## src/shared/tmr8_map.vh

```
`ifndef TMR8_MAP_VH
`define TMR8_MAP_VH

// register byte offsets on the avalon slave, one aligned word each
`define TMR8_OFS_CTRL_A      5'h00
`define TMR8_OFS_CTRL_B      5'h04
`define TMR8_OFS_COUNT       5'h08
`define TMR8_OFS_CMP_A       5'h0C
`define TMR8_OFS_CMP_B       5'h10
`define TMR8_OFS_MASK        5'h14
`define TMR8_OFS_FLAG        5'h18
`define TMR8_OFS_POWER       5'h1C

// control_reg_a fields
`define TMR8_CA_WGM_LSB      0
`define TMR8_CA_WGM_MSB      1
`define TMR8_CA_OUTB_LSB     4
`define TMR8_CA_OUTB_MSB     5
`define TMR8_CA_OUTA_LSB     6
`define TMR8_CA_OUTA_MSB     7

// control_reg_b fields
`define TMR8_CB_CS_LSB       0
`define TMR8_CB_CS_MSB       2
`define TMR8_CB_WGM2_BIT     3

// flag and mask bit positions
`define TMR8_BIT_OVF         0
`define TMR8_BIT_CMPA        1
`define TMR8_BIT_CMPB        2

// power register bit
`define TMR8_BIT_POWER_OFF   0

// reset values
`define TMR8_RST_BYTE        8'h00
`define TMR8_RST_FLAGS       3'h0

// count range limits
`define TMR8_BOTTOM          8'h00
`define TMR8_MAX             8'hFF

// waveform_mode encodings
`define TMR8_WGM_NORMAL      3'h0
`define TMR8_WGM_PHASE_MAX   3'h1
`define TMR8_WGM_CTC         3'h2
`define TMR8_WGM_FAST_MAX    3'h3
`define TMR8_WGM_PHASE_CMPA  3'h5
`define TMR8_WGM_FAST_CMPA   3'h7

// clock_select encodings
`define TMR8_CS_STOP         3'h0
`define TMR8_CS_DIV1         3'h1
`define TMR8_CS_DIV8         3'h2
`define TMR8_CS_DIV64        3'h3
`define TMR8_CS_DIV256       3'h4
`define TMR8_CS_DIV1024      3'h5
`define TMR8_CS_EXT_FALL     3'h6
`define TMR8_CS_EXT_RISE     3'h7

// prescaler tap masks: a tap fires when the low bits are all ones
`define TMR8_DIV8_MASK       10'h007
`define TMR8_DIV64_MASK      10'h03F
`define TMR8_DIV256_MASK     10'h0FF
`define TMR8_DIV1024_MASK    10'h3FF

`endif

```

## src/core/tmr8_cmp_unit.v

```verilog
`timescale 1ns/1ps
`default_nettype none

// one compare channel: cpu-side buffer, active value and equality
module tmr8_cmp_unit #(
	parameter WIDTH = 8
) (
	input  wire             clk,       // system clock
	input  wire             rst_n,     // synchronous reset, active low
	input  wire             wr_en,     // cpu write strobe for this channel
	input  wire [WIDTH-1:0] wr_data,   // cpu write value
	input  wire             buffered,  // pwm mode, double buffering on
	input  wire             load,      // update point of the count sequence
	input  wire             tick,      // timer tick
	input  wire [WIDTH-1:0] count,     // current counter value
	output wire [WIDTH-1:0] shadow,    // value seen by cpu reads
	output wire [WIDTH-1:0] active,    // value used by the comparator
	output wire             eq,        // counter equals active value
	output wire             match      // equality seen on a tick
);

	reg [WIDTH-1:0] buf_reg;
	reg [WIDTH-1:0] act_reg;

	// in pwm modes the active value moves only at the update point, so
	// a mid-period write cannot give a short or asymmetric pulse
	always @(posedge clk)
	begin
		if (!rst_n)
		begin
			buf_reg <= {WIDTH{1'b0}};
			act_reg <= {WIDTH{1'b0}};
		end
		else
		begin
			if (wr_en)
				buf_reg <= wr_data;
			if (!buffered && wr_en)
				act_reg <= wr_data;
			else if (buffered && load)
				act_reg <= buf_reg;
		end
	end

	// comparator runs every cycle, the flag path samples it per tick
	assign shadow = buf_reg;
	assign active = act_reg;
	assign eq     = (count == act_reg);
	assign match  = tick & eq;

endmodule

`default_nettype wire

```

## src/core/tmr8_core.v

```verilog
`timescale 1ns/1ps
`include "tmr8_map.vh"
`default_nettype none

module tmr8_core #(
	parameter WIDTH   = 8,
	parameter PRE_W   = 10
) (
	input  wire        clk,             // system clock, 200 mhz
	input  wire        rst_n,           // synchronous reset, active low
	input  wire [4:0]  avs_address,     // byte address
	input  wire        avs_read,        // read request
	input  wire        avs_write,       // write request
	input  wire [31:0] avs_writedata,   // write data
	input  wire [3:0]  avs_byteenable,  // byte lanes, lane 0 used
	output reg  [31:0] avs_readdata,    // read data
	output reg         avs_waitrequest, // stall, low marks the answer
	input  wire        ext_count_pin,   // external count input, async
	output reg         compare_out_a,   // waveform output a
	output reg         compare_out_b,   // waveform output b
	output reg         overflow_irq,    // masked overflow request
	output reg         compare_a_irq,   // masked compare a request
	output reg         compare_b_irq    // masked compare b request
);

	// counting direction states
	localparam DIR_UP   = 2'b01;
	localparam DIR_DOWN = 2'b10;

	// waveform generator kinds
	localparam KIND_PLAIN = 3'b001;
	localparam KIND_FAST  = 3'b010;
	localparam KIND_PHASE = 3'b100;

	reg  [WIDTH-1:0] ctrl_a_reg;
	reg  [WIDTH-1:0] ctrl_b_reg;
	reg  [WIDTH-1:0] counter_value;
	reg  [2:0]       mask_reg;
	reg  [2:0]       flag_reg;
	reg              power_off_reg;
	reg  [1:0]       dir_reg;
	reg  [PRE_W-1:0] pre_reg;
	reg              ext_meta_reg;
	reg              ext_sync_reg;
	reg              ext_prev_reg;

	reg  [WIDTH-1:0] cnt_next;
	reg  [1:0]       dir_next;
	reg  [WIDTH-1:0] top_value;
	reg  [2:0]       kind;
	reg              tick_raw;
	reg  [31:0]      rd_mux;
	reg  [2:0]       flag_next;

	wire             bus_req;
	wire             wr_fire;
	wire             wr_byte;
	wire [WIDTH-1:0] wr_val;
	wire             cnt_wr;
	wire [2:0]       wave_mode;
	wire [2:0]       clock_select;
	wire             timer_tick;
	wire             at_top;
	wire             at_bottom;
	wire             buffered;
	wire             load_pt;
	wire             ovf_evt;
	wire [WIDTH-1:0] cmp_a_shadow;
	wire [WIDTH-1:0] cmp_a_active;
	wire [WIDTH-1:0] cmp_b_shadow;
	wire             match_a;
	wire             match_b;

	// bus handshake: a request is taken while waitrequest is high, the
	// answer comes one edge later with waitrequest low for one cycle
	assign bus_req = (avs_read | avs_write) & avs_waitrequest;
	assign wr_fire = avs_write & ~avs_waitrequest;
	assign wr_byte = wr_fire & avs_byteenable[0];
	assign wr_val  = avs_writedata[WIDTH-1:0];
	assign cnt_wr  = wr_byte & (avs_address == `TMR8_OFS_COUNT);

	// mode and source fields
	assign wave_mode    = {ctrl_b_reg[`TMR8_CB_WGM2_BIT],
	                       ctrl_a_reg[`TMR8_CA_WGM_MSB:`TMR8_CA_WGM_LSB]};
	assign clock_select = ctrl_b_reg[`TMR8_CB_CS_MSB:`TMR8_CB_CS_LSB];

	// handshake and read data register
	always @(posedge clk)
	begin
		if (!rst_n)
		begin
			avs_waitrequest <= 1'b1;
			avs_readdata    <= 32'h00000000;
		end
		else if (bus_req)
		begin
			avs_waitrequest <= 1'b0;
			avs_readdata    <= rd_mux;
		end
		else
		begin
			avs_waitrequest <= 1'b1;
		end
	end

	// read decode; unmapped or unaligned addresses read as zero
	always @*
	begin
		rd_mux = 32'h00000000;
		case (avs_address)
			`TMR8_OFS_CTRL_A: rd_mux[WIDTH-1:0] = ctrl_a_reg;
			`TMR8_OFS_CTRL_B: rd_mux[WIDTH-1:0] = ctrl_b_reg;
			`TMR8_OFS_COUNT:  rd_mux[WIDTH-1:0] = counter_value;
			`TMR8_OFS_CMP_A:  rd_mux[WIDTH-1:0] = cmp_a_shadow;
			`TMR8_OFS_CMP_B:  rd_mux[WIDTH-1:0] = cmp_b_shadow;
			`TMR8_OFS_MASK:   rd_mux[2:0]       = mask_reg;
			`TMR8_OFS_FLAG:   rd_mux[2:0]       = flag_reg;
			`TMR8_OFS_POWER:  rd_mux[0]         = power_off_reg;
			default:          rd_mux            = 32'h00000000;
		endcase
	end

	// configuration registers, all zero after reset
	always @(posedge clk)
	begin
		if (!rst_n)
		begin
			ctrl_a_reg    <= `TMR8_RST_BYTE;
			ctrl_b_reg    <= `TMR8_RST_BYTE;
			mask_reg      <= `TMR8_RST_FLAGS;
			power_off_reg <= 1'b0;
		end
		else if (wr_byte)
		begin
			case (avs_address)
				`TMR8_OFS_CTRL_A: ctrl_a_reg    <= wr_val;
				`TMR8_OFS_CTRL_B: ctrl_b_reg    <= wr_val;
				`TMR8_OFS_MASK:   mask_reg      <= wr_val[2:0];
				`TMR8_OFS_POWER:  power_off_reg <= wr_val[`TMR8_BIT_POWER_OFF];
				default:          power_off_reg <= power_off_reg;
			endcase
		end
	end

	// free-running prescaler, shared by every divided tap
	always @(posedge clk)
	begin
		if (!rst_n)
			pre_reg <= {PRE_W{1'b0}};
		else
			pre_reg <= pre_reg + {{(PRE_W-1){1'b0}}, 1'b1};
	end

	// external pin: two flops to resynchronise, a third for edge detect
	always @(posedge clk)
	begin
		if (!rst_n)
		begin
			ext_meta_reg <= 1'b0;
			ext_sync_reg <= 1'b0;
			ext_prev_reg <= 1'b0;
		end
		else
		begin
			ext_meta_reg <= ext_count_pin;
			ext_sync_reg <= ext_meta_reg;
			ext_prev_reg <= ext_sync_reg;
		end
	end

	// tick source select; the pin path costs about three clocks of delay
	always @*
	begin
		case (clock_select)
			`TMR8_CS_STOP:     tick_raw = 1'b0;
			`TMR8_CS_DIV1:     tick_raw = 1'b1;
			`TMR8_CS_DIV8:     tick_raw = &(pre_reg | ~`TMR8_DIV8_MASK);
			`TMR8_CS_DIV64:    tick_raw = &(pre_reg | ~`TMR8_DIV64_MASK);
			`TMR8_CS_DIV256:   tick_raw = &(pre_reg | ~`TMR8_DIV256_MASK);
			`TMR8_CS_DIV1024:  tick_raw = &(pre_reg | ~`TMR8_DIV1024_MASK);
			`TMR8_CS_EXT_FALL: tick_raw = ext_prev_reg & ~ext_sync_reg;
			`TMR8_CS_EXT_RISE: tick_raw = ~ext_prev_reg & ext_sync_reg;
			default:           tick_raw = 1'b0;
		endcase
	end

	// a powered-off timer sees no ticks but keeps its registers
	assign timer_tick = tick_raw & ~power_off_reg;

	// mode decode: top value and waveform kind; reserved modes act normal
	always @*
	begin
		top_value = `TMR8_MAX;
		kind      = KIND_PLAIN;
		case (wave_mode)
			`TMR8_WGM_PHASE_MAX:  kind = KIND_PHASE;
			`TMR8_WGM_CTC:        top_value = cmp_a_active;
			`TMR8_WGM_FAST_MAX:   kind = KIND_FAST;
			`TMR8_WGM_PHASE_CMPA:
			begin
				kind      = KIND_PHASE;
				top_value = cmp_a_active;
			end
			`TMR8_WGM_FAST_CMPA:
			begin
				kind      = KIND_FAST;
				top_value = cmp_a_active;
			end
			default:              kind = KIND_PLAIN;
		endcase
	end

	// boundary indications
	assign at_top    = (counter_value == top_value);
	assign at_bottom = (counter_value == `TMR8_BOTTOM);
	assign buffered  = (kind != KIND_PLAIN);
	assign load_pt   = timer_tick & at_top;

	// next count: up/clear for single slope, up/down for dual slope
	always @*
	begin
		cnt_next = counter_value;
		dir_next = dir_reg;
		if (timer_tick)
		begin
			case (kind)
				KIND_PHASE:
				begin
					case (dir_reg)
						DIR_UP:
						begin
							if (at_top)
							begin
								dir_next = DIR_DOWN;
								cnt_next = at_bottom ? `TMR8_BOTTOM :
								           counter_value - 8'h01;
							end
							else
								cnt_next = counter_value + 8'h01;
						end
						DIR_DOWN:
						begin
							if (at_bottom)
							begin
								dir_next = DIR_UP;
								cnt_next = at_top ? `TMR8_BOTTOM :
								           counter_value + 8'h01;
							end
							else
								cnt_next = counter_value - 8'h01;
						end
						default:
						begin
							dir_next = DIR_UP;
							cnt_next = counter_value;
						end
					endcase
				end
				default:
				begin
					// single slope: clear at top, else up; 8-bit add wraps
					dir_next = DIR_UP;
					if (at_top)
						cnt_next = `TMR8_BOTTOM;
					else
						cnt_next = counter_value + 8'h01;
				end
			endcase
		end
		if (cnt_wr)
			cnt_next = wr_val;
	end

	// counter and direction state
	always @(posedge clk)
	begin
		if (!rst_n)
		begin
			counter_value <= `TMR8_RST_BYTE;
			dir_reg       <= DIR_UP;
		end
		else
		begin
			counter_value <= cnt_next;
			dir_reg       <= dir_next;
		end
	end

	// overflow point: wrap past max when plain, top when fast, bottom
	// when dual slope; a cpu counter write cancels the overflow of that tick, not its compare matches
	assign ovf_evt = timer_tick & ~cnt_wr &
	                 (((kind == KIND_PLAIN) && (counter_value == `TMR8_MAX)) ||
	                  ((kind == KIND_FAST) && at_top) ||
	                  ((kind == KIND_PHASE) && at_bottom &&
	                   (dir_reg == DIR_DOWN)));

	// compare channels
	tmr8_cmp_unit #(
		.WIDTH    (WIDTH)
	) u_cmp_a (
		.clk      (clk),
		.rst_n    (rst_n),
		.wr_en    (wr_byte & (avs_address == `TMR8_OFS_CMP_A)),
		.wr_data  (wr_val),
		.buffered (buffered),
		.load     (load_pt),
		.tick     (timer_tick),
		.count    (counter_value),
		.shadow   (cmp_a_shadow),
		.active   (cmp_a_active),
		.eq       (),
		.match    (match_a)
	);

	tmr8_cmp_unit #(
		.WIDTH    (WIDTH)
	) u_cmp_b (
		.clk      (clk),
		.rst_n    (rst_n),
		.wr_en    (wr_byte & (avs_address == `TMR8_OFS_CMP_B)),
		.wr_data  (wr_val),
		.buffered (buffered),
		.load     (load_pt),
		.tick     (timer_tick),
		.count    (counter_value),
		.shadow   (cmp_b_shadow),
		.active   (),
		.eq       (),
		.match    (match_b)
	);

	// flags clear on write-one; a same-cycle event still sets the bit
	always @*
	begin
		flag_next = flag_reg;
		if (wr_byte && (avs_address == `TMR8_OFS_FLAG))
			flag_next = flag_reg & ~wr_val[2:0];
		flag_next[`TMR8_BIT_OVF]  = flag_next[`TMR8_BIT_OVF] | ovf_evt;
		flag_next[`TMR8_BIT_CMPA] = flag_next[`TMR8_BIT_CMPA] | match_a;
		flag_next[`TMR8_BIT_CMPB] = flag_next[`TMR8_BIT_CMPB] | match_b;
	end

	// flag register and masked requests
	always @(posedge clk)
	begin
		if (!rst_n)
		begin
			flag_reg      <= `TMR8_RST_FLAGS;
			overflow_irq  <= 1'b0;
			compare_a_irq <= 1'b0;
			compare_b_irq <= 1'b0;
		end
		else
		begin
			flag_reg      <= flag_next;
			overflow_irq  <= flag_next[`TMR8_BIT_OVF] & mask_reg[`TMR8_BIT_OVF];
			compare_a_irq <= flag_next[`TMR8_BIT_CMPA] & mask_reg[`TMR8_BIT_CMPA];
			compare_b_irq <= flag_next[`TMR8_BIT_CMPB] & mask_reg[`TMR8_BIT_CMPB];
		end
	end

	// waveform step: plain modes toggle/clear/set on match; pwm modes
	// use action 2 as non-inverting and 3 as inverting, 0 and 1 hold
	function wave_step;
		input       cur;
		input [1:0] act;
		input       match;
		input       wrap;
		input       up;
		input [2:0] knd;
		begin
			wave_step = cur;
			case (knd)
				KIND_FAST:
				begin
					if (act[1] && match)
						wave_step = act[0];
					else if (act[1] && wrap)
						wave_step = ~act[0];
				end
				KIND_PHASE:
				begin
					if (act[1] && match)
						wave_step = up ? act[0] : ~act[0];
				end
				default:
				begin
					if (match)
					begin
						case (act)
							2'h1:    wave_step = ~cur;
							2'h2:    wave_step = 1'b0;
							2'h3:    wave_step = 1'b1;
							default: wave_step = cur;
						endcase
					end
				end
			endcase
		end
	endfunction

	// output flops; they keep their level across mode changes
	always @(posedge clk)
	begin
		if (!rst_n)
		begin
			compare_out_a <= 1'b0;
			compare_out_b <= 1'b0;
		end
		else
		begin
			compare_out_a <= wave_step(compare_out_a,
			                           ctrl_a_reg[`TMR8_CA_OUTA_MSB:`TMR8_CA_OUTA_LSB],
			                           match_a, load_pt, dir_reg == DIR_UP,
			                           kind);
			compare_out_b <= wave_step(compare_out_b,
			                           ctrl_a_reg[`TMR8_CA_OUTB_MSB:`TMR8_CA_OUTB_LSB],
			                           match_b, load_pt, dir_reg == DIR_UP,
			                           kind);
		end
	end

endmodule

`default_nettype wire

```

## config.mk

```make
export PLATFORM = sky130hd
export DESIGN_NAME = tmr8_core
export DESIGN_NICKNAME = d
export VERILOG_FILES = /design/src/core/tmr8_cmp_unit.v /design/src/core/tmr8_core.v
export VERILOG_INCLUDE_DIRS = /design/src /design/src/shared
export SDC_FILE = /design/constraint.sdc
export NUM_CORES = 1
export LEC_CHECK = 0
export BUFFER_PORTS_ARGS = -buffer_cell sky130_fd_sc_hd__buf_2
export CORE_ASPECT_RATIO = 1.5
export CORE_MARGIN = 2
export CORE_UTILIZATION = 57
export CTS_CLUSTER_SIZE = 30
export DETAILED_ROUTE_END_ITERATION = 10
export GPL_TIMING_DRIVEN = 0
export MAX_ROUTING_LAYER = met4
export PLACE_DENSITY_LB_ADDON = 0.25
export SLEW_MARGIN = 20
export SYNTH_ARGS = -nofsm -noshare
export SYNTH_HDL_FRONTEND = slang
export SYNTH_SLANG_ARGS = --single-unit
export TNS_END_PERCENT = 5
```

## constraint.sdc

```tcl
create_clock -name clk -period 3.2 [get_ports clk]
set_clock_uncertainty 0.05 [all_clocks]
set_input_delay 0 -clock clk [delete_from_list [all_inputs] [get_ports clk]]
set_output_delay 0 -clock clk [all_outputs]
set_load 0.02 [all_outputs]
```

After elaboration in Yosys (flattened, before gate mapping)
Cells that the tools add are included.

Add/sub/neg operators: 3. Eq/ne operators: 42. Multiplexer cells: 38. Bitwise operators: 32. Reduce and logical (&&, ||, !) cells: 40.

Operators with widths (count): 8-bit two-way mux (12); 5-bit case mux with 5 select lines (1); 8-bit == test (3); 3-bit == test, second input constant (7); 5-bit == test, second input constant (4); 1-bit bitwise AND (17); 1-bit case mux with 8 select lines (2); 8-bit case mux with 2 select lines (1); 3-bit by 2-bit == test with 1-bit output, second input constant (5); 2-bit case mux with 7 select lines (1); 1-bit logical AND (12); 1-bit two-way mux (11); 10-bit by 1-bit adder with 10-bit output, second input constant (1); 2-bit == test, second input constant (5); 5-bit by 4-bit == test with 1-bit output, second input constant (2); 10-bit AND reduction (1); 2-bit AND reduction (5); 5-bit nonzero test (2); 3-bit by 1-bit == test with 1-bit output, second input constant (3); 3-bit by 1-bit inequality test with 1-bit output, second input constant (3); 1-bit NOT (9); 8-bit by 1-bit adder with 8-bit output, second input constant (1); 8-bit == test, second input constant (1); 8-bit zero test (1); other kinds (27) (45).

Register bits after elaboration: 92. Input port bits: 46. Output and inout port bits: 38. Word-level logic and storage cells: 177.

Depth between registers and ports, before layout
Depth after elaboration: 10. Depth in mapped cells: 11. Depth with buffers taken out: 10.

Modules after synthesis
From an unflattened synthesis, not the netlist that was laid out.

Cell total of the unflattened synthesis: 613. Area, all modules: 5375.2 um^2.

Modules (own cells, without submodules): tmr8_core (times used 1, cells each 461, area an instance 3816.2 um^2, seq. area each 1201.2 um^2); tmr8_cmp_unit (times used 2, cells each 76, area an instance 779.5 um^2, seq. area each 320.3 um^2).

Worst setup path after synthesis
No wires, ideal clock.

Path kind: register -> register. Start point: register ctrl_a_reg[1]. End point: register u_cmp_b.act_reg[1], in the netlist u_cmp_b.active[1]. Setup time: 0.132 ns. Arrival time: 2.110 ns. Data required time: 3.018 ns. Setup slack: 0.908 ns. Stages on the path, launching flop included: 10. Path buffers: 2. Clock period less this slack: 2.292 ns. Cells stage by stage: dfxtp_1 or3b_1 a21o_1 o31a_4 or2_4 or3_1 buf_6 buf_6 nand3_1 a21oi_1.

Longest elaborated chain between the ends: 7. Elaborated cells between the ends (all ways): 18. Those cells by class: 7 x eq/ne; 3 x mux; 1 x bitwise; 7 x reduce/logical.

Ends and longest elaborated chain: start: declaration (line tmr8_core.v:35) `reg [WIDTH-1:0] ctrl_a_reg;`; start signal: assignment (line tmr8_core.v:128) `` ctrl_a_reg <= `TMR8_RST_BYTE; ``; start signal: assignment (line tmr8_core.v:136) `` `TMR8_OFS_CTRL_A: ctrl_a_reg <= wr_val; ``; 3-bit == test (tied with other cells) (line tmr8_core.v:195) `case (wave_mode)`; 3-bit OR reduction (no source line) or 2-bit OR reduction (tied branches); 8-bit two-way mux or 3-bit case mux with 2 select lines (tied branches) (line tmr8_core.v:195); 8-bit == test or 3-bit by 1-bit inequality test with 1-bit output (tied branches) (line tmr8_core.v:214, tmr8_core.v:216); 1-bit bitwise AND or 1-bit zero test (tied branches) (line tmr8_core.v:217, tmr8_cmp_unit.v:38); 1-bit logical AND, on equally long branches (line tmr8_cmp_unit.v:40, tmr8_cmp_unit.v:38); 2-bit nonzero test (no source line) or 8-bit two-way mux (tied branches); end signal: assignment (line tmr8_cmp_unit.v:32) `act_reg <= {WIDTH{1'b0}};`; end signal: assignment (line tmr8_cmp_unit.v:39) `act_reg <= wr_data;`; end signal: assignment (line tmr8_cmp_unit.v:41) `act_reg <= buf_reg;`; end: declaration (line tmr8_cmp_unit.v:23) `reg [WIDTH-1:0] act_reg;`.

Several ways; a longest one is shown, not always the timed one. A chain may end at the register's enable or synchronous reset.

Final worst setup path
Start point: register counter_value[2]. End point: register counter_value[7].

Longest elaborated chain between the ends: 7. Elaborated cells between the ends (all ways): 12. Those cells by class: 2 x add/sub; 1 x eq/ne; 8 x mux; 1 x reduce/logical.

Ends and longest elaborated chain: start: declaration (line tmr8_core.v:37) `reg [WIDTH-1:0] counter_value;`; start signal: assignment (line tmr8_core.v:279) `` counter_value <= `TMR8_RST_BYTE; ``; start signal: assignment (line tmr8_core.v:284) `counter_value <= cnt_next;`; 8-bit by 1-bit adder with 8-bit output (tied with other cells) (line tmr8_core.v:239, tmr8_core.v:247, tmr8_core.v:266); 8-bit two-way mux, on equally long branches (line tmr8_core.v:246, tmr8_core.v:263, tmr8_core.v:235); 8-bit two-way mux, on equally long branches (line tmr8_core.v:243, tmr8_core.v:232); 8-bit case mux with 2 select lines (line tmr8_core.v:229) `case (dir_reg)`; 8-bit two-way mux (*) (line tmr8_core.v:226) `case (kind)`; 8-bit two-way mux (*) (line tmr8_core.v:224) `if (timer_tick)`; 8-bit two-way mux (*) (line tmr8_core.v:270) `if (cnt_wr)`.

Every way passes the cells marked *; elsewhere a longest branch is shown, timed or not. The select of a mux whose other input is x is not followed.

==> reports/metrics.cfg <==
[clocking]
clkTransAtPathRegs_ns=0.06
cts_tree=done
clk_latency_ns=0.35
cts-root-buf=clkbuf_16
cts_buffer_depth=2
htreeDepth=3
clock-sinks=92
cts_made_buffers=9

[logic_synthesis]
synth.cell_area_sq_mm=0.00513
synth_edf_count=0
synth_top_area_share_pct=35.9
synthCells=662
ys_seq_area_share_pct=35.9
post-synth-top-count-cell=nand2_1
synthTopCellsByArea=dfxtp_1, nand2_1, a21oi_1, buf_4, nand3_1
synth.distinct_cells=68
async_flop_share_pct=0
synth-main-ff-cell=dfxtp_1
synth_warnings=0
ys_top_cells_by_count=nand2_1, dfxtp_1, a21oi_1, nor2_1, nand3_1
ys_ff_latch=92
avgSynthCellArea_sq_um=7.75
synth_area_leader_cell=dfxtp_1

[worst_setup_path]
crit_start=counter_value[2]
critPathCaptureType=flip-flop
r2r_start=counter_value[2]
r2r_cells=9
cp-start-kind=flip-flop
ff2ff_setup_slack_ns=0.30
arrival_ns=3.06
crit_type=flip-flop to flip-flop
endpoint=counter_value[7]
cp_data_required_time_ns=3.37
crit_fanout=10
r2r_end=counter_value[7]

[drt]
wl_per_cell_um=19.6
ant_nets=0
wl_mm=16.5
vias_per_cell=6.39
vias=5377
firstDrtPassIters=8
drt_iter0_drc=613
drc_errors=0

[global_route]
antenna_found_initial=0
grt_use_total_pct=36.2
grt_max_degree=15
grt_pass1_vias=5043
gr-total-overflow=0
grt_pass1_wl_mm=26.0

[layout]
area_growth_pct=13.9
n_antenna_cell=0
final_nets=784
drive_gt1_share_pct=11.6
final_cells=842
largest_register_ffs=10

[timing]
rsz0062_at_grt=no
worst_slew_pin_slew_ns=0.888
finalSetupTns_ns=0
fin_crit_sh_pct=90.6
min_period_ns=2.90
finalMaxSlewViolations=0
fmax_mhz=345
setup-violations-final=0
relSlewSlack_pct=40.3
hold_violations=0

[die]
die_area_sq_mm=0.00979
ios=84
core_sq_mm=0.00878
die_y_um=120
start_util_pct=58.4
fp.dieW_um=81.4
rows=42

[power_and_ir_drop]
power_density_mw_per_mm2=420
irDropWorstVdd_v=0.000420
power_leakage_uw=0.00214

[hold_path]
min-delay-start=avs_writedata[1]
hp-class=input pin to flip-flop

[place]
dpl.hpwl_mm=11.9
gp_congestion=1.04
port_buffers=26
dp_cells=821

[run_status]
run_status=finished clean

[job]
timing.max_cap.violations=0

-- critical path: stages, from the launching register on --
cell,delay (ns)
dfxtp_1,0.33
clkbuf_1,0.30
nor3_1,0.53
nand4_1,0.29
nand3_1,0.23
o21ai_0,0.18
buf_2,0.24
and3_1,0.18
a311oi_1,0.31
o31ai_1,0.12
-- final cells by class --
type / count / area [sq um]
multi-input combinational: 505 / 2910
clock buffer: 12 / 256
inverter: 20 / 75.1
fill: 777 / 2930
sequential: 92 / 1840
buffer: 68 / 384
clock inverter: 3 / 43.8
timing repair buffer: 32 / 190
tap: 110 / 138
-- layer usage --
metal | GRT usage, % | part of all wire, % | wire length, um | up-vias
li1 | - | - | - | 2475
met2 | 58.1 | 48 | 7930 | 343
met3 | 7.52 | 9.1 | 1510 | 87
met5 | - | 0 | 0 | -
met4 | 20.0 | 6.0 | 997 | 0
met1 | 41.2 | 37 | 6090 | 2472
-- what timing repair did --
item	in CTS	in global routing
hold endpoints to repair	22	0
buffers inserted	0	0
hold buffers	6	0
gates resized for setup	0	0
-- power by group --
part | leakage [uW] | internal [uW] | switching (uW)
combinational | 0.00125 | 62.1 | 133
sequential | 0.000743 | 1160 | 8.49
clock | 0.000149 | 646 | 449
-- layout by cell type (no fill, tap or decap), types with 8 or more instances in the layout --
master     Yosys  final
a31oi_1       14     14
a22oi_1       10     10
xor2_1        12     12
nand2_1      103    103
ha_1          10     10
nand2b_1       8      8
nor3_1        13     13
clkbuf_1      31     32
clkbuf_16      0      9
conb_1         1     24
buf_2          4     30
o21ai_0       37     37
nor2_1        41     41
inv_1         20     20
a221oi_1       9      9
nand3_1       39     39
buf_4         29     29
nand4_1        8      8
dfxtp_1       92     92
a21oi_1       59     59
and2_1        11     11
-- stage by stage --
| stage | cell area, sq um | total power, uW | setup WS (ns) | hold slack, ns | util, % |
|---|---|---|---|---|---|
| final | 5840 | 2450 | 0.301 | 0.0841 | 66.6 |
| after global routing | 5840 | 2510 | 0.196 | 0.119 | 66.6 |
| after CTS | 5840 | 2450 | 0.368 | 0.0594 | 66.6 |
| after detailed placement | 5480 | 1370 | 0.389 | 0.166 | 62.5 |
| after global placement | 5480 | 1370 | 0.365 | 0.159 | 62.5 |
| after floorplan | 5210 | 1320 | 0.908 | 0.0773 | - |
-- logic make-up (layout without fill, tap and decap cells) --
family / count (synthesis) / in the layout / synth area share [%]
DFF: 92 / 92 / 35.9
and+or+nand+nor: 256 / 256 / 23.5
buffers and inverters: 88 / 135 / 8.96
AOI/OAI and AO/OA: 191 / 191 / 24.7
other: 1 / 24 / 0.0731
adders and majority gates: 10 / 10 / 2.44
xor gates and xnor gates: 14 / 14 / 2.39
muxes: 10 / 10 / 2.05
-- worst min-delay path by stage --
stage | end | slack (ns) | cells past startpoint
final | u_cmp_a.shadow[1] | 0.08 | 3
after global placement | ext_meta_reg | 0.16 | 2
after detailed placement | ext_meta_reg | 0.17 | 2
after global routing | flag_reg[0] | 0.12 | 3
after floorplan | ext_meta_reg | 0.08 | 1
after CTS | u_cmp_b.shadow[2] | 0.06 | 3
No activity file was read; power rests on OpenSTA's default activity.
